[config.mk]
export PLATFORM = sky130hd
export DESIGN_NAME = breaker_feedback_alarm_monitor
export DESIGN_NICKNAME = d
export VERILOG_FILES = /design/src/inc/breaker_alarm_pkg.sv /design/src/core/breaker_feedback_alarm_monitor.sv /design/src/core/tick_timer.sv
export SDC_FILE = /design/constraint.sdc
export NUM_CORES = 1
export LEC_CHECK = 0
export ABC_AREA = 1
export BUFFER_PORTS_ARGS = -buffer_cell sky130_fd_sc_hd__buf_2
export CAP_MARGIN = 5
export CORE_MARGIN = 5
export CORE_UTILIZATION = 50
export DETAILED_ROUTE_END_ITERATION = 10
export GPL_ROUTABILITY_DRIVEN = 0
export GPL_TIMING_DRIVEN = 0
export PLACE_DENSITY = 0.76
export SLEW_MARGIN = 20
export SYNTH_ARGS = -nofsm -noshare
export SYNTH_HDL_FRONTEND = slang
export SYNTH_HIERARCHICAL = 1
export SYNTH_SLANG_ARGS = --single-unit
export TNS_END_PERCENT = 10
[constraint.sdc]
create_clock -name clk -period 4.4 [get_ports clk]
set_clock_uncertainty 0.1 [all_clocks]
set_input_delay 0 -clock clk [delete_from_list [all_inputs] [get_ports clk]]
set_output_delay 0 -clock clk [all_outputs]
set_load 0.05 [all_outputs]
[src/inc/breaker_alarm_pkg.sv]
// Constants, register map and types for the breaker feedback alarm monitor
package breaker_alarm_pkg;

  localparam int CLK_MHZ = 250;
  localparam int TICK_TIME_MS = 10;
  localparam int TICK_CYCLES_DEF = TICK_TIME_MS * 1000 * CLK_MHZ;
  localparam int TIMER_W = 17;
  localparam logic [16:0] TICKS_PER_S = 17'h00064;

  localparam logic [7:0] ADDR_CONFIG = 8'h00;
  localparam logic [7:0] ADDR_DELAY = 8'h04;
  localparam logic [7:0] ADDR_HORN = 8'h08;
  localparam logic [7:0] ADDR_ACK_DELAY = 8'h0C;
  localparam logic [7:0] ADDR_COMMAND = 8'h10;
  localparam logic [7:0] ADDR_STATUS = 8'h14;
  localparam logic [7:0] ADDR_IRQ_STATUS = 8'h18;
  localparam logic [7:0] ADDR_IRQ_MASK = 8'h1C;

  localparam int CFG_MON_EN = 0;
  localparam int CFG_SECOND_FB = 1;
  localparam int CFG_SELF_ACK = 2;
  localparam int CFG_LOCKABLE = 3;
  localparam int CFG_CLASS_LO = 4;
  localparam int CFG_ACK_SRC_LO = 8;
  localparam int CFG_LOCK_SRC_LO = 10;
  localparam int CFG_SW_EXT_ACK = 12;
  localparam int CFG_SW_LOCK = 13;
  localparam int CMD_ACK = 0;
  localparam int ACK_OFF_LO = 16;

  localparam logic [13:0] DELAY_MIN_CS = 14'h0002;
  localparam logic [13:0] DELAY_MAX_CS = 14'h270F;
  localparam logic [13:0] DELAY_DEF_CS = 14'h03E8;
  localparam logic [9:0] HORN_MAX_S = 10'h3E8;
  localparam logic [9:0] HORN_DEF_S = 10'h00A;
  localparam logic [13:0] ACK_ON_DEF_CS = 14'h0000;
  localparam logic [13:0] ACK_OFF_DEF_CS = 14'h0000;

  localparam int IRQ_NEW_ALARM = 0;
  localparam int IRQ_ALARM_CLEARED = 1;
  localparam int IRQ_EXT_ACK = 2;
  localparam int IRQ_W = 3;

  typedef enum logic [2:0] {
    CLASS_A, CLASS_B, CLASS_C, CLASS_D, CLASS_E, CLASS_F, CLASS_CONTROL
  } alarm_class_type;

  // Source selection for the acknowledge and lock conditions
  typedef enum logic [1:0] {
    SRC_DISCRETE, SRC_SOFTWARE, SRC_EITHER, SRC_NONE
  } cond_src_type;

  typedef enum logic [1:0] {
    FB_ERROR_LOW, FB_OPEN, FB_CLOSED, FB_ERROR_HIGH
  } feedback_type;

  localparam logic [31:0] CONFIG_RESET = 32'h0000_0013;

endpackage

[src/core/breaker_feedback_alarm_monitor.sv]
// Breaker feedback mismatch monitor with horn, LED and acknowledge logic
//
// What this block does
// - Monitor only with second feedback option on
// - Decode closed, open, error from contacts
// - Monitoring on/off setting, default on
// - Alarm after equal inputs for delay
// - Selectable alarm class, default B
// - Self-acknowledge clears alarm once fault gone
// - Otherwise alarm latches until acknowledged
// - Lockable monitor checks only while unlocked
// - Not lockable ignores the lock condition
// - New B-F alarm flashes LED, sounds horn
// - Horn timeout: LED steady, horn off
// - Indicator ends only on acknowledgement
// - Zero horn time keeps horn until silenced or acknowledged
// - External ack: first silences, second acknowledges
// - External ack needs on-delay high, off-delay low
// - Second ack clears only inactive alarms
// - External ack defaults to second discrete input
// - Lock condition defaults to first discrete input
//
// Our own choices: the address map and the APB register port.
`timescale 1ns/10ps
`default_nettype none
module breaker_feedback_alarm_monitor
  import breaker_alarm_pkg::*;
#(
  parameter int TICK_CYCLES = TICK_CYCLES_DEF
) (
  input wire logic clk,
  input wire logic rst,
  input wire logic psel,
  input wire logic penable,
  input wire logic pwrite,
  input wire logic [7:0] paddr,
  input wire logic [31:0] pwdata,
  output logic [31:0] prdata,
  output logic pready,
  output logic pslverr,
  input wire logic breaker_closed_feedback_in,
  input wire logic breaker_open_feedback_in,
  input wire logic ack_discrete_in,
  input wire logic lock_discrete_in,
  input wire logic ack_button_in,
  output logic breaker_feedback_mismatch_alarm,
  output logic horn_out,
  output logic led_flash_out,
  output logic led_steady_out,
  output logic irq
);

  typedef enum logic [1:0] {ACK_ARMED, ACK_HIGH, ACK_RELEASE} ack_state_type;

  logic [31:0] config_r;
  logic [13:0] delay_r;
  logic [9:0] horn_r;
  logic [13:0] ack_on_r;
  logic [13:0] ack_off_r;
  logic [IRQ_W-1:0] irq_stat_r;
  logic [IRQ_W-1:0] irq_mask_r;
  logic [31:0] tick_cnt_r;
  logic tick_r;
  logic fault_q;
  logic button_q;
  logic ext_stage_r;
  ack_state_type ack_state_r;
  logic [31:0] status_word;
  logic [31:0] rd_word;
  logic addr_ok;
  logic wr_en;
  logic cmd_ack;
  feedback_type fb_state;
  logic fb_error;
  logic lock_cond;
  logic ext_ack_cond;
  logic monitor_active;
  logic fault;
  logic new_alarm;
  logic loud_class;
  logic on_expired;
  logic off_expired;
  logic ext_pulse;
  logic full_ack;
  logic silence;
  logic horn_expired;
  logic alarm_clear;
  logic [IRQ_W-1:0] irq_events;
  alarm_class_type alarm_class;
  cond_src_type ack_src;
  cond_src_type lock_src;
  logic [13:0] delay_wr;
  logic [9:0] horn_wr;
  logic [TIMER_W-1:0] horn_limit;

  assign alarm_class = alarm_class_type'(config_r[CFG_CLASS_LO +: 3]);
  assign ack_src = cond_src_type'(config_r[CFG_ACK_SRC_LO +: 2]);
  assign lock_src = cond_src_type'(config_r[CFG_LOCK_SRC_LO +: 2]);

  // System tick for all timers
  always_ff @(posedge clk) begin
    if (rst || (tick_cnt_r == 32'(TICK_CYCLES - 1))) begin
      tick_cnt_r <= '0;
    end else begin
      tick_cnt_r <= tick_cnt_r + 32'h0000_0001;
    end
  end

  always_ff @(posedge clk) begin
    if (rst) begin
      tick_r <= 1'b0;
    end else begin
      tick_r <= (tick_cnt_r == 32'(TICK_CYCLES - 1));
    end
  end

  assign fb_state = feedback_type'({breaker_closed_feedback_in,
                                     breaker_open_feedback_in});
  assign fb_error = (fb_state == FB_ERROR_LOW) || (fb_state == FB_ERROR_HIGH);

  // lock source, discrete input by default
  always_comb begin
    unique case (lock_src)
      SRC_DISCRETE: lock_cond = lock_discrete_in;
      SRC_SOFTWARE: lock_cond = config_r[CFG_SW_LOCK];
      SRC_EITHER: lock_cond = lock_discrete_in || config_r[CFG_SW_LOCK];
      SRC_NONE: lock_cond = 1'b0;
    endcase
  end

  // external ack source, discrete input by default
  always_comb begin
    unique case (ack_src)
      SRC_DISCRETE: ext_ack_cond = ack_discrete_in;
      SRC_SOFTWARE: ext_ack_cond = config_r[CFG_SW_EXT_ACK];
      SRC_EITHER: ext_ack_cond = ack_discrete_in || config_r[CFG_SW_EXT_ACK];
      SRC_NONE: ext_ack_cond = 1'b0;
    endcase
  end

  assign monitor_active = config_r[CFG_SECOND_FB] && config_r[CFG_MON_EN] &&
                          !(config_r[CFG_LOCKABLE] && lock_cond);

  tick_timer #(.W(TIMER_W)) mismatch_timer (
    .clk(clk),
    .rst(rst),
    .tick(tick_r),
    .run(monitor_active && fb_error),
    .limit({3'b000, delay_r}),
    .expired(fault)
  );

  tick_timer #(.W(TIMER_W)) ack_on_timer (
    .clk(clk),
    .rst(rst),
    .tick(tick_r),
    .run((ack_state_r == ACK_HIGH) && ext_ack_cond),
    .limit({3'b000, ack_on_r}),
    .expired(on_expired)
  );

  tick_timer #(.W(TIMER_W)) ack_off_timer (
    .clk(clk),
    .rst(rst),
    .tick(tick_r),
    .run((ack_state_r == ACK_RELEASE) && !ext_ack_cond),
    .limit({3'b000, ack_off_r}),
    .expired(off_expired)
  );

  assign horn_limit = TIMER_W'({7'h00, horn_r} * TICKS_PER_S);

  tick_timer #(.W(TIMER_W)) horn_timer (
    .clk(clk),
    .rst(rst),
    .tick(tick_r),
    .run(horn_out && (horn_r != 10'h000)),
    .limit(horn_limit),
    .expired(horn_expired)
  );

  // A high input that drops before the on-delay retries from ACK_HIGH
  always_ff @(posedge clk) begin
    if (rst) begin
      ack_state_r <= ACK_ARMED;
    end else begin
      unique case (ack_state_r)
        ACK_ARMED: if (!ext_ack_cond) ack_state_r <= ACK_HIGH;
        ACK_HIGH: if (on_expired) ack_state_r <= ACK_RELEASE;
        ACK_RELEASE: if (off_expired) ack_state_r <= ACK_HIGH;
      endcase
    end
  end

  assign ext_pulse = (ack_state_r == ACK_HIGH) && on_expired;

  always_ff @(posedge clk) begin
    if (rst) begin
      fault_q <= 1'b0;
      button_q <= 1'b0;
    end else begin
      fault_q <= fault;
      button_q <= ack_button_in;
    end
  end

  assign new_alarm = fault && !fault_q;
  assign cmd_ack = wr_en && (paddr == ADDR_COMMAND) && pwdata[CMD_ACK];
  assign full_ack = (ext_pulse && ext_stage_r) || cmd_ack ||
                    (ack_button_in && !button_q);
  assign silence = full_ack || (ext_pulse && !ext_stage_r);

  always_ff @(posedge clk) begin
    if (rst || cmd_ack || (ack_button_in && !button_q)) begin
      ext_stage_r <= 1'b0;
    end else if (ext_pulse) begin
      ext_stage_r <= !ext_stage_r;
    end
  end

  // only an inactive fault is cleared
  assign alarm_clear = breaker_feedback_mismatch_alarm && !fault &&
                       (config_r[CFG_SELF_ACK] || full_ack);

  always_ff @(posedge clk) begin
    if (rst) begin
      breaker_feedback_mismatch_alarm <= 1'b0;
    end else if (fault) begin
      breaker_feedback_mismatch_alarm <= 1'b1;
    end else if (alarm_clear) begin
      breaker_feedback_mismatch_alarm <= 1'b0;
    end
  end

  // class B to F drive horn and LED
  assign loud_class = (alarm_class != CLASS_A) &&
                      (alarm_class != CLASS_CONTROL);

  always_ff @(posedge clk) begin
    if (rst) begin
      horn_out <= 1'b0;
    end else if (new_alarm && loud_class) begin
      horn_out <= 1'b1;
    end else if (silence || horn_expired) begin
      horn_out <= 1'b0;
    end
  end

  always_ff @(posedge clk) begin
    if (rst) begin
      led_flash_out <= 1'b0;
      led_steady_out <= 1'b0;
    end else if (new_alarm && loud_class) begin
      led_flash_out <= 1'b1;
      led_steady_out <= 1'b0;
    end else if (full_ack) begin
      led_flash_out <= 1'b0;
      led_steady_out <= 1'b0;
    end else if (horn_expired && led_flash_out) begin
      led_flash_out <= 1'b0;
      led_steady_out <= 1'b1;
    end
  end

  // APB slave: zero wait states, answer in the first access cycle
  assign wr_en = psel && penable && pready && pwrite;
  assign addr_ok = (paddr[1:0] == 2'b00) && (paddr <= ADDR_IRQ_MASK);

  // Out-of-range timing values are pulled into the legal span
  assign delay_wr = (pwdata[13:0] < DELAY_MIN_CS) ? DELAY_MIN_CS :
                    (pwdata[13:0] > DELAY_MAX_CS) ? DELAY_MAX_CS :
                    pwdata[13:0];
  assign horn_wr = (pwdata[9:0] > HORN_MAX_S) ? HORN_MAX_S : pwdata[9:0];

  always_ff @(posedge clk) begin
    if (rst) begin
      config_r <= CONFIG_RESET;
      delay_r <= DELAY_DEF_CS;
      horn_r <= HORN_DEF_S;
      ack_on_r <= ACK_ON_DEF_CS;
      ack_off_r <= ACK_OFF_DEF_CS;
      irq_mask_r <= '0;
    end else if (wr_en) begin
      unique case (paddr)
        ADDR_CONFIG: config_r <= {18'h00000, pwdata[13:8], 1'b0,
                                  pwdata[6:0]};
        ADDR_DELAY: delay_r <= delay_wr;
        ADDR_HORN: horn_r <= horn_wr;
        ADDR_ACK_DELAY: begin
          ack_on_r <= pwdata[13:0];
          ack_off_r <= pwdata[ACK_OFF_LO +: 14];
        end
        ADDR_IRQ_MASK: irq_mask_r <= pwdata[IRQ_W-1:0];
        default: ;
      endcase
    end
  end

  assign irq_events = {ext_pulse, alarm_clear, new_alarm};

  // Set beats a simultaneous write-one clear
  always_ff @(posedge clk) begin
    if (rst) begin
      irq_stat_r <= '0;
    end else if (wr_en && (paddr == ADDR_IRQ_STATUS)) begin
      irq_stat_r <= (irq_stat_r & ~pwdata[IRQ_W-1:0]) | irq_events;
    end else begin
      irq_stat_r <= irq_stat_r | irq_events;
    end
  end

  always_ff @(posedge clk) begin
    if (rst) begin
      irq <= 1'b0;
    end else begin
      irq <= |(irq_stat_r & irq_mask_r);
    end
  end

  assign status_word = {23'h000000, ext_stage_r, lock_cond, led_steady_out,
                        led_flash_out, horn_out,
                        breaker_feedback_mismatch_alarm, fault, fb_state};

  always_comb begin
    unique case (paddr)
      ADDR_CONFIG: rd_word = config_r;
      ADDR_DELAY: rd_word = {18'h00000, delay_r};
      ADDR_HORN: rd_word = {22'h000000, horn_r};
      ADDR_ACK_DELAY: rd_word = {2'b00, ack_off_r, 2'b00, ack_on_r};
      ADDR_STATUS: rd_word = status_word;
      ADDR_IRQ_STATUS: rd_word = {29'h00000000, irq_stat_r};
      ADDR_IRQ_MASK: rd_word = {29'h00000000, irq_mask_r};
      default: rd_word = 32'h0000_0000;
    endcase
  end

  // Answer prepared in the setup cycle so outputs stay registered
  always_ff @(posedge clk) begin
    if (rst) begin
      pready <= 1'b0;
      pslverr <= 1'b0;
      prdata <= 32'h0000_0000;
    end else begin
      pready <= psel && !penable;
      pslverr <= psel && !penable && !addr_ok;
      prdata <= (psel && !penable && !pwrite) ? rd_word : 32'h0000_0000;
    end
  end

endmodule // breaker_feedback_alarm_monitor
`default_nettype wire

[src/core/tick_timer.sv]
// Tick-counting delay qualifier: expires once run has held for limit ticks
`timescale 1ns/10ps
`default_nettype none
module tick_timer #(
  parameter int W = 17
) (
  input wire logic clk,
  input wire logic rst,
  input wire logic tick,
  input wire logic run,
  input wire logic [W-1:0] limit,
  output logic expired
);

  logic [W-1:0] count_r;

  // Any drop of run restarts from zero
  always_ff @(posedge clk) begin
    if (rst || !run) begin
      count_r <= '0;
    end else if (tick && (count_r < limit)) begin
      count_r <= count_r + 1'b1;
    end
  end

  always_ff @(posedge clk) begin
    if (rst) begin
      expired <= 1'b0;
    end else begin
      expired <= run && (count_r >= limit);
    end
  end

endmodule // tick_timer
`default_nettype wire

== Word-level counts from Yosys, hierarchy flattened ==
Cells that the tools add are included.
Word-level totals
  register bits after elaboration: 220
  bits of input ports: 50
  output and inout port bits: 39
  word-level logic and storage cells: 175
Cells by class
  add/subtract/negate cells: 5
  multipliers: 1
  $lt $le $gt $ge: 12
  equal/unequal tests: 21
  multiplexer cells: 18
  bitwise gates (word level): 6
  reductions and logical operators: 83
Operators with widths (count)
  30-bit one-hot mux with 7 select lines: 1
  17-bit by 1-bit adder with 17-bit output (second input constant): 4
  17-bit by 14-bit greater-or-equal comparator with 1-bit output: 3
  17-bit by 14-bit < comparator with 1-bit output: 3
  1-bit logical AND: 35
  32-bit by 1-bit adder with 32-bit output (second input constant): 1
  32-bit by 22-bit == test with 1-bit output (second input constant): 1
  8-bit by 5-bit == test with 1-bit output (second input constant): 4
  14-bit 2-to-1 mux: 2
  17-bit greater-or-equal comparator: 1
  17-bit < comparator: 1
  8-bit by 4-bit == test with 1-bit output (second input constant): 2
  1-bit logical OR: 15
  10-bit by 5-bit multiplier with 15-bit output (second input constant): 1
  14-bit > comparator (second input constant): 1
  14-bit by 2-bit < comparator with 1-bit output (second input constant): 1
  1-bit zero test: 13
  2-bit == test (second input constant): 6
  10-bit > comparator (second input constant): 1
  2-bit zero test: 5
  10-bit 2-to-1 mux: 1
  2-bit AND reduction: 5
  10-bit nonzero test: 1
  8-bit by 3-bit == test with 1-bit output (second input constant): 1
  20 further kinds: 37

== Logic depth before layout (Yosys ltp) ==
Gate-level depths: netlist of the first run.
  depth in word-level cells: 11
  depth in mapped cells: 29

== By module ==
Netlist of the first run, hierarchy kept.
By module, submodules not included
  breaker_feedback_alarm_monitor: instances 1, cells each 1077, area an instance 7692.4 um^2, seq. area each 2882.8 um^2
  tick_timer (ack_off_timer ...): instances 3, cells each 278, area an instance 1727.9 um^2, seq. area each 360.3 um^2
  tick_timer (mismatch_timer): instances 1, cells each 274, area an instance 1722.9 um^2, seq. area each 360.3 um^2

== Worst setup path before layout of the first run ==
OpenSTA, ideal clock, no wires.
  kind: reg2reg
  start: register horn_r[3]
  end: register horn_timer.count_r[7]
  library setup time: 110 ps
  arrival: 3616 ps
  required time: 4190 ps
  path slack: 574 ps
  stages on the path, launching flop included: 27
  clock period less this slack: 3826 ps
  cell sequence: dfxtp_1 > inv_1 > ha_1 > ha_1 > fa_1 > ha_1 > nand2_1 > o21ai_0 > nand2_1 > nand2_1 > nand2_1 > nand2_1 > nand2_1 > nand2_1 > inv_1 > ha_1 > nand2_1 > inv_2 > nand2_4 > nor2_4 > nand2_2 > nand2_2 > nor2_4 > buf_4 > nand4_1 > nand2_1 > nor2_1
On the way
  elaborated cells on any way between the ends: 7
  classes of those cells: mul (1); order compare (1); reduce/logical (5)
RTL lines
  from (decl): RTL line breaker_feedback_alarm_monitor.sv:57  | logic [9:0] horn_r;
  from (signal assigned): RTL line breaker_feedback_alarm_monitor.sv:288  | ADDR_HORN: horn_r <= horn_wr;
  10-bit by 5-bit multiplier with 15-bit output: RTL line breaker_feedback_alarm_monitor.sv:171  | assign horn_limit = TIMER_W'({7'h00, horn_r} * TICKS_PER_S);
  via horn_limit[13]: RTL line breaker_feedback_alarm_monitor.sv:94  | logic [TIMER_W-1:0] horn_limit;
  17-bit < comparator: RTL line tick_timer.sv:21  | end else if (tick && (count_r < limit)) begin
  1-bit logical AND: RTL line tick_timer.sv:21
  to (signal assigned): RTL line tick_timer.sv:22  | count_r <= count_r + 1'b1;
  to (decl): RTL line tick_timer.sv:15  | logic [W-1:0] count_r;
The timed path passes the listed nets, and every way through them passes these cells.
A chain may end at the register's enable or synchronous reset.

== Worst setup path in the final report of the first run ==
  start: register horn_r[4]
  end: register horn_timer.count_r[3]
The elaborated chain is that of the path after synthesis.

==> Flow_metrics.wiki, run 1 <==
{| class="wikitable"
! Metric !! Value
|-
| Floorplan core area || 0.0288 mm2
|-
| Vias || 14686
|-
| Cell area after synthesis || 0.0146 mm2
|-
| Effective utilization at floorplan || 0.507
|-
| Maximum fanout along the worst path || 10
|-
| Clock latency at the later pin of the worst-skew pair || 0.53 ns
|-
| Peak supply drop || 0.266 mV
|-
| Flip-flop and latch count after synthesis || 216
|-
| FF-to-FF End || horn_timer/count_r[3]
|-
| Via count of the first global-routing pass || 14076
|-
| Number of instances in the synthesized netlist || 2185
|-
| RSZ-0062 raised after global routing || no
|-
| Final wirelength || 41.2 mm
|-
| Result of the run || finished clean
|-
| Number of core rows || 62
|-
| Ports || 89
|-
| Area taken by flip-flops and latches || 0.00433 mm2
|-
| Endpoints failing hold || 0
|-
| Endpoint required time on the critical path || 4.72 ns
|-
| Fill cell total of the finished layout || 2610
|-
| Reg-to-reg setup timing slack || 0.28 ns
|-
| Critical Path Slowest Stage Cell || sky130_fd_sc_hd__fa_1
|-
| Final clock period utilization by the worst path || 0.935
|-
| Final TNS setup || 0 ns
|-
| Sequential share of the synthesized area || 0.296
|-
| Clock Root Buffer || sky130_fd_sc_hd__clkbuf_16
|-
| Cell family with most CP delay || adder cells
|-
| Remaining max-slew budget at the tightest pin || 0.505
|-
| Leakage power of the design || 0.00748 uW
|-
| Transition time of the tightest slew-check pin || 0.740 ns
|-
| # port buffers || 80
|-
| Worst setup path class || reg -> reg
|-
| Remaining number of nets flagged by the antenna check after routing || 0
|-
| Kind of start point of the critical path || register
|-
| CP bufs+invs || 6
|-
| Crit path time final || 4.12 ns
|-
| YS warnings || 6
|-
| Max Transition Viols Final || 0
|-
| Data arrival, critical path || 4.44 ns
|-
| Nets || 2527
|-
| Number of design rule violations left after detail routing || 0
|-
| GRT Resource Usage Total || 0.245
|-
| Combined area of the multi-input logic cells || 0.00833 mm2
|-
| Count of endpoints failing setup in the final report || 0
|-
| Global-route congestion overflow total || 0
|-
| Number of instances on the worst hold path || 7
|-
| Number of buffers inserted to repair setup after CTS || 0
|-
| Clock tree from TritonCTS || done
|-
| H-tree levels || 1
|-
| Number of CTS-inserted buffers || 26
|-
| Startpoint of the tightest hold check path || lock_discrete_in
|-
| Number of antenna violations at the first check in global routing || 3
|-
| Slowest Stage Delay on Critical Path || 0.50 ns
|-
| 1st-iter DRT viols || 1239
|-
| Global-route wire length before repair || 67.9 mm
|-
| Number of instances in the placed design || 2663
|-
| Post-synthesis area per instance || 6.68 um2
|-
| Kind of end point of the critical path || register
|-
| Hold-critical path endpoint || prdata[7]
|-
| Horizontal extent of the die || 181 um
|-
| Maximum number of pins on one net before global-route repair || 14
|-
| Number of maximum-capacitance constraint violations || 0
|-
| Detailed-route vias per instance || 5.31
|-
| Async S/R FF share, synth || 0
|-
| Fraction of final layout cells sized beyond drive strength 1 || 0.128
|-
| Max Clk Rate || 243 MHz
|-
| Number of enable flip-flop cells after synthesis || 0
|-
| Number of library cell types mapped by synthesis || 45
|-
| Number of buffers between clock root and the deepest sink || 3
|-
| Die area || 0.0327 mm2
|-
| Non-filler cells, final || 2765
|-
| Power per unit of standard cell area || 265 mW/mm2
|-
| Die Y || 181 um
|-
| Number of cells on the worst reg-to-reg path || 25
|-
| Drt first pass iters || 7
|-
| Clock-pin slew on the worst setup and hold paths || 0.06 ns
|-
| DP Wirelength || 30.4 mm
|-
| Class of the tightest hold or removal check || in -> reg
|-
| Area Growth Syn to Fin || 16.6%
|-
| Start of the worst register-to-register path || horn_r[4]
|-
| Sinks on the clock net || 216
|-
| Routed WL per cell || 14.9 um
|-
| Main flop type after synthesis || sky130_fd_sc_hd__dfxtp_1
|}
==> per-layer routing <==
metal | vias up | wire [um] | track usage
li1 | 7223 | - | -
met1 | 6738 | 17000 | 0.300
met2 | 591 | 19500 | 0.429
met3 | 130 | 2960 | 0.0430
met4 | 4 | 1740 | 0.0913
met5 | - | 20 | 0
==> per-stage QoR <==
stage          hold slack, ns  total power, uW  area (um2)  setup WS (ns)  utilization
2_1_floorplan        -0.00451             2130       14700          0.574            -
3_3_place_gp            0.143             2200       15500          0.171        0.540
3_5_place_dp            0.147             2200       15500         0.0994        0.540
4_1_cts                0.0215             4530       17000         0.0584        0.590
5_1_grt                 0.137             4640       17000         0.0100        0.591
6_report               0.0530             4520       17000          0.284        0.591
==> placed cells by master, fill, tap and decap left out, types with 22 or more instances in the layout <==
cell type	count
sky130_fd_sc_hd__nand2_1	495
sky130_fd_sc_hd__inv_1	383
sky130_fd_sc_hd__nor2_1	299
sky130_fd_sc_hd__dfxtp_1	211
sky130_fd_sc_hd__nand3_1	140
sky130_fd_sc_hd__ha_1	111
sky130_fd_sc_hd__a21oi_1	99
sky130_fd_sc_hd__buf_2	91
sky130_fd_sc_hd__nand4_1	85
sky130_fd_sc_hd__dlygate4sd3_1	53
sky130_fd_sc_hd__o21ai_0	48
sky130_fd_sc_hd__nor3_1	29
sky130_fd_sc_hd__clkbuf_16	27
sky130_fd_sc_hd__nor2_2	22
sky130_fd_sc_hd__buf_6	22
==> worst min-delay path, stage by stage <==
cell                      delay (ns)
sky130_fd_sc_hd__buf_2          0.12
sky130_fd_sc_hd__nand2_1        0.07
sky130_fd_sc_hd__nand2_1        0.13
sky130_fd_sc_hd__nand2_1        0.10
sky130_fd_sc_hd__nand2_1        0.05
sky130_fd_sc_hd__nor2_1         0.09
sky130_fd_sc_hd__nor2_1         0.08
==> report_power, final <==
| group | internal, uW | switching, uW |
|---|---|---|
| clock | 1440 | 870 |
| sequential | 1960 | 4.18 |
| combinational | 88.7 | 149 |
| total | 3490 | 1020 |
==> worst max path at each step <==
| stage | from | endpoint | slack, ns | cells past startpoint |
|---|---|---|---|---|
| floorplan | horn_r[3] | horn_timer/count_r[7] | 0.57 | 26 |
| global placement | horn_r[3] | horn_timer/count_r[5] | 0.17 | 26 |
| detailed placement | horn_r[3] | horn_timer/count_r[1] | 0.1 | 26 |
| CTS | horn_r[3] | horn_timer/count_r[3] | 0.06 | 26 |
| global route | horn_r[4] | horn_timer/count_r[9] | 0.01 | 27 |
| finish | horn_r[4] | horn_timer/count_r[3] | 0.28 | 25 |
==> flip-flops by register name (all words and copies together) (netlist names), 17 cells and up <==
name                    flops
tick_cnt_r                 32
prdata                     28
ack_off_timer/count_r      17
ack_on_timer/count_r       17
horn_timer/count_r         17
mismatch_timer/count_r     17
==> cell usage after synthesis, types with 6 or more instances <==
cell type	instances	area (um2)
sky130_fd_sc_hd__nor2_4	20	225
sky130_fd_sc_hd__nand4_1	85	532
sky130_fd_sc_hd__nand2_2	20	125
sky130_fd_sc_hd__buf_6	22	248
sky130_fd_sc_hd__nor2_2	22	138
sky130_fd_sc_hd__inv_1	383	1440
sky130_fd_sc_hd__nor2_1	299	1120
sky130_fd_sc_hd__o211ai_1	6	45.0
sky130_fd_sc_hd__inv_2	13	48.8
sky130_fd_sc_hd__nor4_1	6	37.5
sky130_fd_sc_hd__xnor2_1	11	96.3
sky130_fd_sc_hd__buf_4	13	97.6
sky130_fd_sc_hd__a21o_1	9	67.6
sky130_fd_sc_hd__nand2_1	495	1860
sky130_fd_sc_hd__nor3_1	29	145
sky130_fd_sc_hd__xor2_1	15	131
sky130_fd_sc_hd__dfxtp_1	216	4320
sky130_fd_sc_hd__clkbuf_1	11	41.3
sky130_fd_sc_hd__a21oi_1	101	505
sky130_fd_sc_hd__o21ai_1	17	85.1
sky130_fd_sc_hd__ha_1	112	1400
sky130_fd_sc_hd__nand3b_1	11	82.6
sky130_fd_sc_hd__o21ai_0	49	245
sky130_fd_sc_hd__buf_2	11	55.1
sky130_fd_sc_hd__nand3_1	140	701
sky130_fd_sc_hd__nand3_2	17	170
sky130_fd_sc_hd__nand2_4	7	78.8
sky130_fd_sc_hd__a21oi_2	7	61.3
==> final cells by class <==
class,count,share of cell area
Buffer,62,0.0300
Sequential cell,216,0.254
Multi-Input combinational cell,1523,0.490
Clock inverter,10,0.00963
Clock buffer,38,0.0451
Inverter,398,0.0881
Timing Repair Buffer,133,0.0547
Tap cell,384,0.0282
Antenna cell,1,0.000147
==> timing repair <==
item | 4_1_cts | 5_1_grt
hold endpoints to repair | 97 | 0
hold buffers | 53 | 0
endpoints found under the setup margin | 0 | 18
resized for setup | 0 | 10
==> logic make-up (layout without fill, tap and decap cells) <==
family                   count (synthesis)  in the layout  synth area share
AO/OA/AOI/OAI                          195            195            0.0722
XOR/XNOR                                26             26            0.0156
adder cells (fa/ha/maj)                117            117             0.103
buffers and inverters                  460            641             0.138
flip-flops                             216            216             0.296
other                                    1             16          0.000257
AND/OR/NAND/NOR                       1170           1170             0.375
Power figures use the tool's default switching activity.
==> run 2: changes to the inputs <==
--- a/config.mk
+++ b/config.mk
@@ -9,11 +9,11 @@
 export BUFFER_PORTS_ARGS = -buffer_cell sky130_fd_sc_hd__buf_2
 export CAP_MARGIN = 5
 export CORE_MARGIN = 5
-export CORE_UTILIZATION = 50
+export CORE_UTILIZATION = 45
 export DETAILED_ROUTE_END_ITERATION = 10
 export GPL_ROUTABILITY_DRIVEN = 0
 export GPL_TIMING_DRIVEN = 0
-export PLACE_DENSITY = 0.76
+export PLACE_DENSITY = 0.7
 export SLEW_MARGIN = 20
 export SYNTH_ARGS = -nofsm -noshare
 export SYNTH_HDL_FRONTEND = slang
==> Flow_metrics.wiki, run 2 (synthesis results as in run 1) <==
{| class="wikitable"
! Metric !! Value
|-
| Max Transition Viols Final || 0
|-
| Floorplan core area || 0.0323 mm2
|-
| Clock latency at the later pin of the worst-skew pair || 0.54 ns
|-
| Crit path setup slack, layout || 0.207 ns
|-
| Number of buffers between clock root and the deepest sink || 3
|-
| Largest registers || tick_cnt_r: 32 flops, prdata: 28 flops
|-
| Result of the run || finished clean
|-
| Sinks on the clock net || 216
|-
| Slowest Stage Delay on Critical Path || 0.47 ns
|-
| Number of maximum-capacitance constraint violations || 0
|-
| Class of the tightest hold or removal check || in -> reg
|-
| Number of design rule violations left after detail routing || 0
|-
| Remaining number of nets flagged by the antenna check after routing || 0
|-
| Die Y || 190 um
|-
| Clock tree from TritonCTS || done
|-
| Number of buffers inserted to repair setup after CTS || 0
|-
| Power per unit of standard cell area || 261 mW/mm2
|-
| Placement-stage worst setup slack || 0.0162 ns
|-
| Via count of the first global-routing pass || 13807
|-
| # port buffers || 80
|-
| Detailed-route vias per instance || 5.08
|-
| Remaining max-slew budget at the tightest pin || 0.502
|-
| Endpoint required time on the critical path || 4.73 ns
|-
| Maximum number of pins on one net before global-route repair || 14
|-
| Final wirelength || 40.5 mm
|-
| Peak supply drop || 0.251 mV
|-
| Most used cells in the layout excluding fill and tap cells || sky130_fd_sc_hd__nand2_1 (495), sky130_fd_sc_hd__inv_1 (383), sky130_fd_sc_hd__nor2_1 (299)
|-
| Final clock period utilization by the worst path || 0.953
|-
| RSZ-0062 raised after global routing || no
|-
| Number of antenna violations at the first check in global routing || 1
|-
| Nets || 2535
|-
| Combined area of the multi-input logic cells || 0.00832 mm2
|-
| Final TNS setup || 0 ns
|-
| 1st-iter DRT viols || 1165
|-
| Post-layout total power || 4470 uW
|-
| Global-route congestion overflow total || 0
|-
| Transition time of the tightest slew-check pin || 0.744 ns
|-
| Crit path time final || 4.19 ns
|-
| Fraction of final layout cells sized beyond drive strength 1 || 0.128
|-
| Clock-pin slew on the worst setup and hold paths || 0.06 ns
|-
| Critical Path Slowest Stage Cell || sky130_fd_sc_hd__fa_1
|-
| Worst setup path class || reg -> reg
|-
| Effective utilization at floorplan || 0.452
|-
| Die area || 0.0361 mm2
|-
| Endpoints failing hold || 0
|-
| Routed WL per cell || 14.3 um
|-
| Data arrival, critical path || 4.52 ns
|-
| Kind of start point of the critical path || register
|-
| Global-route wire length before repair || 66.4 mm
|-
| Flip-flop count of the largest register, all copies and words added || 32
|-
| H-tree levels || 1
|-
| Kind of end point of the critical path || register
|-
| Ports || 89
|-
| Maximum fanout along the worst path || 10
|-
| GRT Resource Usage Total || 0.219
|-
| DP Wirelength || 30.5 mm
|-
| Library cell appearing most often on the critical path || sky130_fd_sc_hd__nand2_1
|-
| Largest register by flop count || tick_cnt_r
|-
| Clock Root Buffer || sky130_fd_sc_hd__clkbuf_16
|-
| Leading cell type in the layout, fill and taps excluded || sky130_fd_sc_hd__nand2_1
|-
| Vias || 14372
|-
| Number of CTS-inserted buffers || 27
|-
| Antenna fix cells || 0
|-
| Area taken by flip-flops and latches || 0.00433 mm2
|-
| Area Growth Syn to Fin || 17.3%
|-
| Number of core rows || 66
|-
| Fill cell total of the finished layout || 3127
|-
| Drt first pass iters || 5
|-
| Leakage power of the design || 0.00750 uW
|-
| Count of endpoints failing setup in the final report || 0
|-
| Max Clk Rate || 239 MHz
|-
| Horizontal extent of the die || 190 um
|}
-- run 2: cell count changes in the layout (fill, tap and decap cells not counted), sizes merged --
cell / before / now
inv: 398 / 400
clkbuf: 49 / 46
diode: 1 / 0
clkinv: 5 / 6
bufinv: 4 / 3
dlygate4sd3: 53 / 60
clkinvlp: 1 / 2
-- run 2: routing by layer --
| metal | up-vias | GRT usage | wire length [um] |
|---|---|---|---|
| li1 | 7253 | - | - |
| met1 | 6545 | 0.271 | 16900 |
| met2 | 467 | 0.382 | 19300 |
| met3 | 105 | 0.0387 | 3010 |
| met4 | 2 | 0.0824 | 1380 |
| met5 | - | 0 | 7 |
-- run 2: area by class of cell --
type                       count  share of cell area
multi-input combinational   1523               0.486
timing repair buffer         140              0.0584
buffer                        62              0.0298
clock buffer                  35              0.0441
tap                          442              0.0323
sequential                   216               0.253
clock inverter                13             0.00891
inverter                     398              0.0875
-- run 2: where the power goes --
part	switching, uW	total [uW]	leakage (uW)	internal (uW)
combinational	148	239	0.00531	90.8
sequential	4.02	1960	0.00174	1960
clock	883	2260	0.000447	1380
total	1030	4470	0.00750	3430
-- run 2: worst max-delay path, delay by kind of cell (launching register included) --
family	cells	cell delay, ns
DFF	1	0.40
adders and majority gates	5	1.74
buffers and inverters	4	0.36
AOI/OAI and AO/OA	1	0.21
and+or+nand+nor	16	1.28
-- run 2: final timing paths --
path	startpoint	to	slack (ns)	cells past startpoint
setup / recovery	horn_r[3]	horn_timer/count_r[4]	0.21	26
setup reg to reg	horn_r[3]	horn_timer/count_r[4]	0.21	26
hold / removal	lock_discrete_in	prdata[7]	0.08	7
hold reg to reg	ack_off_r[13]	prdata[29]	0.36	2
-- run 2: through the flow --
stage	util	instances	hold slack [ns]	cell area [um2]
2_1_floorplan	-	2199	-0.00451	14700
5_1_grt	0.530	2829	0.108	17100
3_5_place_dp	0.483	2721	0.141	15600
4_1_cts	0.530	2829	0.0257	17100
3_3_place_gp	0.483	2721	0.139	15600
6_report	0.530	2829	0.0848	17100
-- run 2: what timing repair did --
action                     CTS  global route
setup endpoints to repair    1            18
cloned                       0             0
hold endpoints to repair   102             0
hold buffers                60             0
resized for setup            1             8
==> run 3: changes to the inputs <==
--- a/config.mk
+++ b/config.mk
@@ -5,14 +5,12 @@
 export SDC_FILE = /design/constraint.sdc
 export NUM_CORES = 1
 export LEC_CHECK = 0
-export ABC_AREA = 1
 export BUFFER_PORTS_ARGS = -buffer_cell sky130_fd_sc_hd__buf_2
 export CAP_MARGIN = 5
 export CORE_MARGIN = 5
 export CORE_UTILIZATION = 45
 export DETAILED_ROUTE_END_ITERATION = 10
 export GPL_ROUTABILITY_DRIVEN = 0
-export GPL_TIMING_DRIVEN = 0
 export PLACE_DENSITY = 0.7
 export SLEW_MARGIN = 20
 export SYNTH_ARGS = -nofsm -noshare
==> Flow_metrics.wiki, run 3 <==
{| class="wikitable"
! Metric !! Value
|-
| Result of the run || finished, violations left
|-
| Violated checks || negative setup slack
|-
| Clock Root Buffer || sky130_fd_sc_hd__clkbuf_16
|-
| Most numerous cell types in the synthesized netlist || sky130_fd_sc_hd__dfxtp_1 (216), sky130_fd_sc_hd__a21oi_1 (149), sky130_fd_sc_hd__nand2_1 (132)
|-
| Class of the tightest hold or removal check || in -> reg
|-
| GRT Resource Usage Total || 0.202
|-
| # port buffers || 80
|-
| Maximum number of pins on one net before global-route repair || 53
|-
| Crit path setup slack, layout || -0.0405 ns
|-
| Endpoints failing hold || 0
|-
| Main flop type after synthesis || sky130_fd_sc_hd__dfxtp_1
|-
| Via count of the first global-routing pass || 10614
|-
| Kind of end point of the critical path || register
|-
| Cell area after synthesis || 0.0123 mm2
|-
| Critical Path Slowest Stage Cell || sky130_fd_sc_hd__fa_1
|-
| Die Y || 175 um
|-
| Leakage power of the design || 0.00571 uW
|-
| Clock-pin slew on the worst setup and hold paths || 0.06 ns
|-
| Final wirelength || 32.4 mm
|-
| Most used cells in the layout excluding fill and tap cells || sky130_fd_sc_hd__dfxtp_1 (211), sky130_fd_sc_hd__a21oi_1 (144), sky130_fd_sc_hd__nand2_1 (130)
|-
| Post-synth top area share || 0.353
|-
| Number of enable flip-flop cells after synthesis || 0
|-
| DP Wirelength || 22.2 mm
|-
| Cell types occupying the most area after synthesis || sky130_fd_sc_hd__dfxtp_1 (35%), sky130_fd_sc_hd__ha_1 (11%), sky130_fd_sc_hd__a21oi_1 (6.1%), sky130_fd_sc_hd__nand2_1 (4.0%), sky130_fd_sc_hd__o31ai_1 (3.7%)
|-
| Remaining max-slew budget at the tightest pin || 0.282
|-
| Peak supply drop || 0.273 mV
|-
| Number of core rows || 60
|-
| Chain of cells forming the critical path || inv_2 -> ha_4 -> ha_4 -> inv_2 -> fa_1 -> inv_2 -> ha_4 -> nand3_2 -> o211ai_1 -> or4_4 -> a211o_1 -> o211ai_1 -> inv_1 -> ha_4 -> nand2_2 -> o21a_1 -> o211ai_1 -> buf_4 -> clkbuf_16 -> or4_4 -> a21oi_2
|-
| Fraction of final layout cells sized beyond drive strength 1 || 0.163
|-
| Number of CTS-inserted buffers || 26
|-
| Crit path time final || 4.44 ns
|-
| Remaining number of nets flagged by the antenna check after routing || 0
|-
| Transition time of the tightest slew-check pin || 1.07 ns
|-
| Routed WL per cell || 16.7 um
|-
| Final clock period utilization by the worst path || 1.01
|-
| Number of cells on the worst reg-to-reg path || 21
|-
| Post-Place Cell Area || 0.0131 mm2
|-
| Sequential share of the synthesized area || 0.353
|-
| Slowest Stage Delay on Critical Path || 0.51 ns
|-
| Dominant cell type by area after synthesis || sky130_fd_sc_hd__dfxtp_1
|-
| Detailed-route vias per instance || 5.75
|-
| Flip-flop count of the largest register, all copies and words added || 32
|-
| Die area || 0.0306 mm2
|-
| Async S/R FF share, synth || 0
|-
| Power per unit of standard cell area || 295 mW/mm2
|-
| Area Growth Syn to Fin || 21.5%
|-
| Maximum fanout along the worst path || 8
|-
| Clock latency at the later pin of the worst-skew pair || 0.53 ns
|-
| Largest register by flop count || tick_cnt_r
|-
| Max Clk Rate || 225 MHz
|-
| Global-route wire length before repair || 52.5 mm
|-
| Max Transition Viols Final || 0
|-
| Number of antenna violations at the first check in global routing || 0
|-
| Most frequent cell after synthesis || sky130_fd_sc_hd__dfxtp_1
|-
| Clock tree from TritonCTS || done
|-
| H-tree levels || 1
|-
| Leading cell type in the layout, fill and taps excluded || sky130_fd_sc_hd__dfxtp_1
|-
| Largest registers || tick_cnt_r: 32 flops, prdata: 28 flops
|-
| Ports || 89
|-
| Horizontal extent of the die || 175 um
|-
| Floorplan core area || 0.0269 mm2
|-
| Number of instances on the worst hold path || 6
|-
| Worst setup path class || reg -> reg
|-
| Kind of start point of the critical path || register
|-
| Library cell appearing most often on the critical path || sky130_fd_sc_hd__ha_4
|-
| Start of the worst register-to-register path || horn_r[5]
|-
| Flip-flop and latch count after synthesis || 216
|-
| Finished layout cell area || 0.0149 mm2
|-
| YS warnings || 6
|-
| Number of library cell types mapped by synthesis || 76
|-
| Fraction of the core area covered by cells at the end of the flow || 0.554
|-
| Post-synthesis area per instance || 8.50 um2
|-
| Reg-to-reg setup timing slack || -0.04 ns
|-
| Number of design rule violations left after detail routing || 0
|-
| Vias || 11157
|-
| Effective utilization at floorplan || 0.456
|-
| Startpoint of the tightest hold check path || paddr[0]
|-
| Count of endpoints failing setup in the final report || 11
|-
| Drt first pass iters || 6
|-
| 1st-iter DRT viols || 921
|-
| Number of maximum-capacitance constraint violations || 0
|-
| Global-route congestion overflow total || 0
|-
| Number of instances in the synthesized netlist || 1441
|-
| Post-layout total power || 4400 uW
|-
| Endpoint required time on the critical path || 4.75 ns
|-
| Nets || 1748
|-
| Data arrival, critical path || 4.79 ns
|-
| Fill cell total of the finished layout || 2400
|-
| Antenna fix cells || 0
|-
| RSZ-0062 raised after global routing || yes
|-
| Number of buffers between clock root and the deepest sink || 3
|-
| Non-filler cells, final || 1942
|-
| Number of instances in the placed design || 1838
|-
| Sinks on the clock net || 216
|-
| FF-to-FF End || horn_timer/count_r[2]
|-
| Hold-critical path endpoint || irq_stat_r[1]
|}
[run 3: changes by cell type after synthesis, moves of 58 or more]
cell                      change
sky130_fd_sc_hd__inv_1      -268
sky130_fd_sc_hd__o31ai_1     +60
sky130_fd_sc_hd__nor2_1     -216
sky130_fd_sc_hd__nand2_1    -363
sky130_fd_sc_hd__or4_1       +58
sky130_fd_sc_hd__nand3_1     -80
[run 3: worst max path at each step]
stage                                  end  slack, ns      start
CTS                  horn_timer/count_r[2]      -0.14  horn_r[4]
detailed placement  horn_timer/count_r[13]      -0.25  horn_r[3]
finish               horn_timer/count_r[2]      -0.04  horn_r[5]
global placement     horn_timer/count_r[3]      -0.11  horn_r[3]
floorplan           horn_timer/count_r[15]       0.01  horn_r[3]
global route         horn_timer/count_r[9]      -0.20  horn_r[5]
[run 3: repair_timing]
action / CTS / global route
endpoints found under the hold margin: 92 / 0
cloned: 1 / 0
setup buffers: 3 / 2
hold buffers: 51 / 0
pin swaps: 53 / 14
endpoints found under the setup margin: 17 / 17
gates resized for setup: 30 / 27
[run 3: per-stage QoR]
step	TNS, ns	worst slack, ns	hold WS (ns)
floorplan	0	0.00977	0.0346
global placement	-1.58	-0.106	0.145
detailed placement	-3.81	-0.247	0.150
CTS	-0.816	-0.144	0.0137
global route	-2.99	-0.205	0.0690
finish	-0.175	-0.0405	0.0392
[run 3: final cells by class]
class / count / area (um2) / share of cell area
Multi-Input combinational cell: 1055 / 7540 / 0.506
Sequential cell: 216 / 4340 / 0.291
Timing Repair Buffer: 167 / 1230 / 0.0826
Clock buffer: 34 / 731 / 0.0491
Inverter: 115 / 434 / 0.0292
Tap cell: 341 / 427 / 0.0287
Clock inverter: 14 / 190 / 0.0128
[run 3: power by group]
part | leakage (uW) | switching, uW | internal (uW) | total [uW]
Sequential | 0.00174 | 3.88 | 1960 | 1960
Clock | 0.000451 | 864 | 1410 | 2270
Combinational | 0.00351 | 102 | 61.2 | 163
Total | 0.00571 | 970 | 3430 | 4400
[run 3: cells by family after synthesis]
group | after synthesis | synth area share
buffers and inverters | 184 | 0.0622
adders and majority gates | 117 | 0.123
xor gates and xnor gates | 39 | 0.0279
muxes | 17 | 0.0139
DFF | 216 | 0.353
AOI/OAI and AO/OA | 337 | 0.183
and+or+nand+nor | 530 | 0.238
other | 1 | 0.000306
[run 3: worst max-delay path: cells and delay by family, from the launching register on]
kind	cells	cell delay (ns)
buffers and inverters	6	0.57
AO/OA/AOI/OAI	6	0.86
AND/OR/NAND/NOR	4	0.97
adder cells (fa/ha/maj)	5	1.52
flip-flops	1	0.35
[run 3: metal layers]
| layer | vias up | part of all wire | GRT usage |
|---|---|---|---|
| met5 | - | 0 | 0 |
| li1 | 5511 | - | - |
| met1 | 5273 | 0.46 | 0.273 |
| met3 | 40 | 0.058 | 0.0275 |
| met2 | 333 | 0.47 | 0.344 |
| met4 | 0 | 0.017 | 0.0465 |
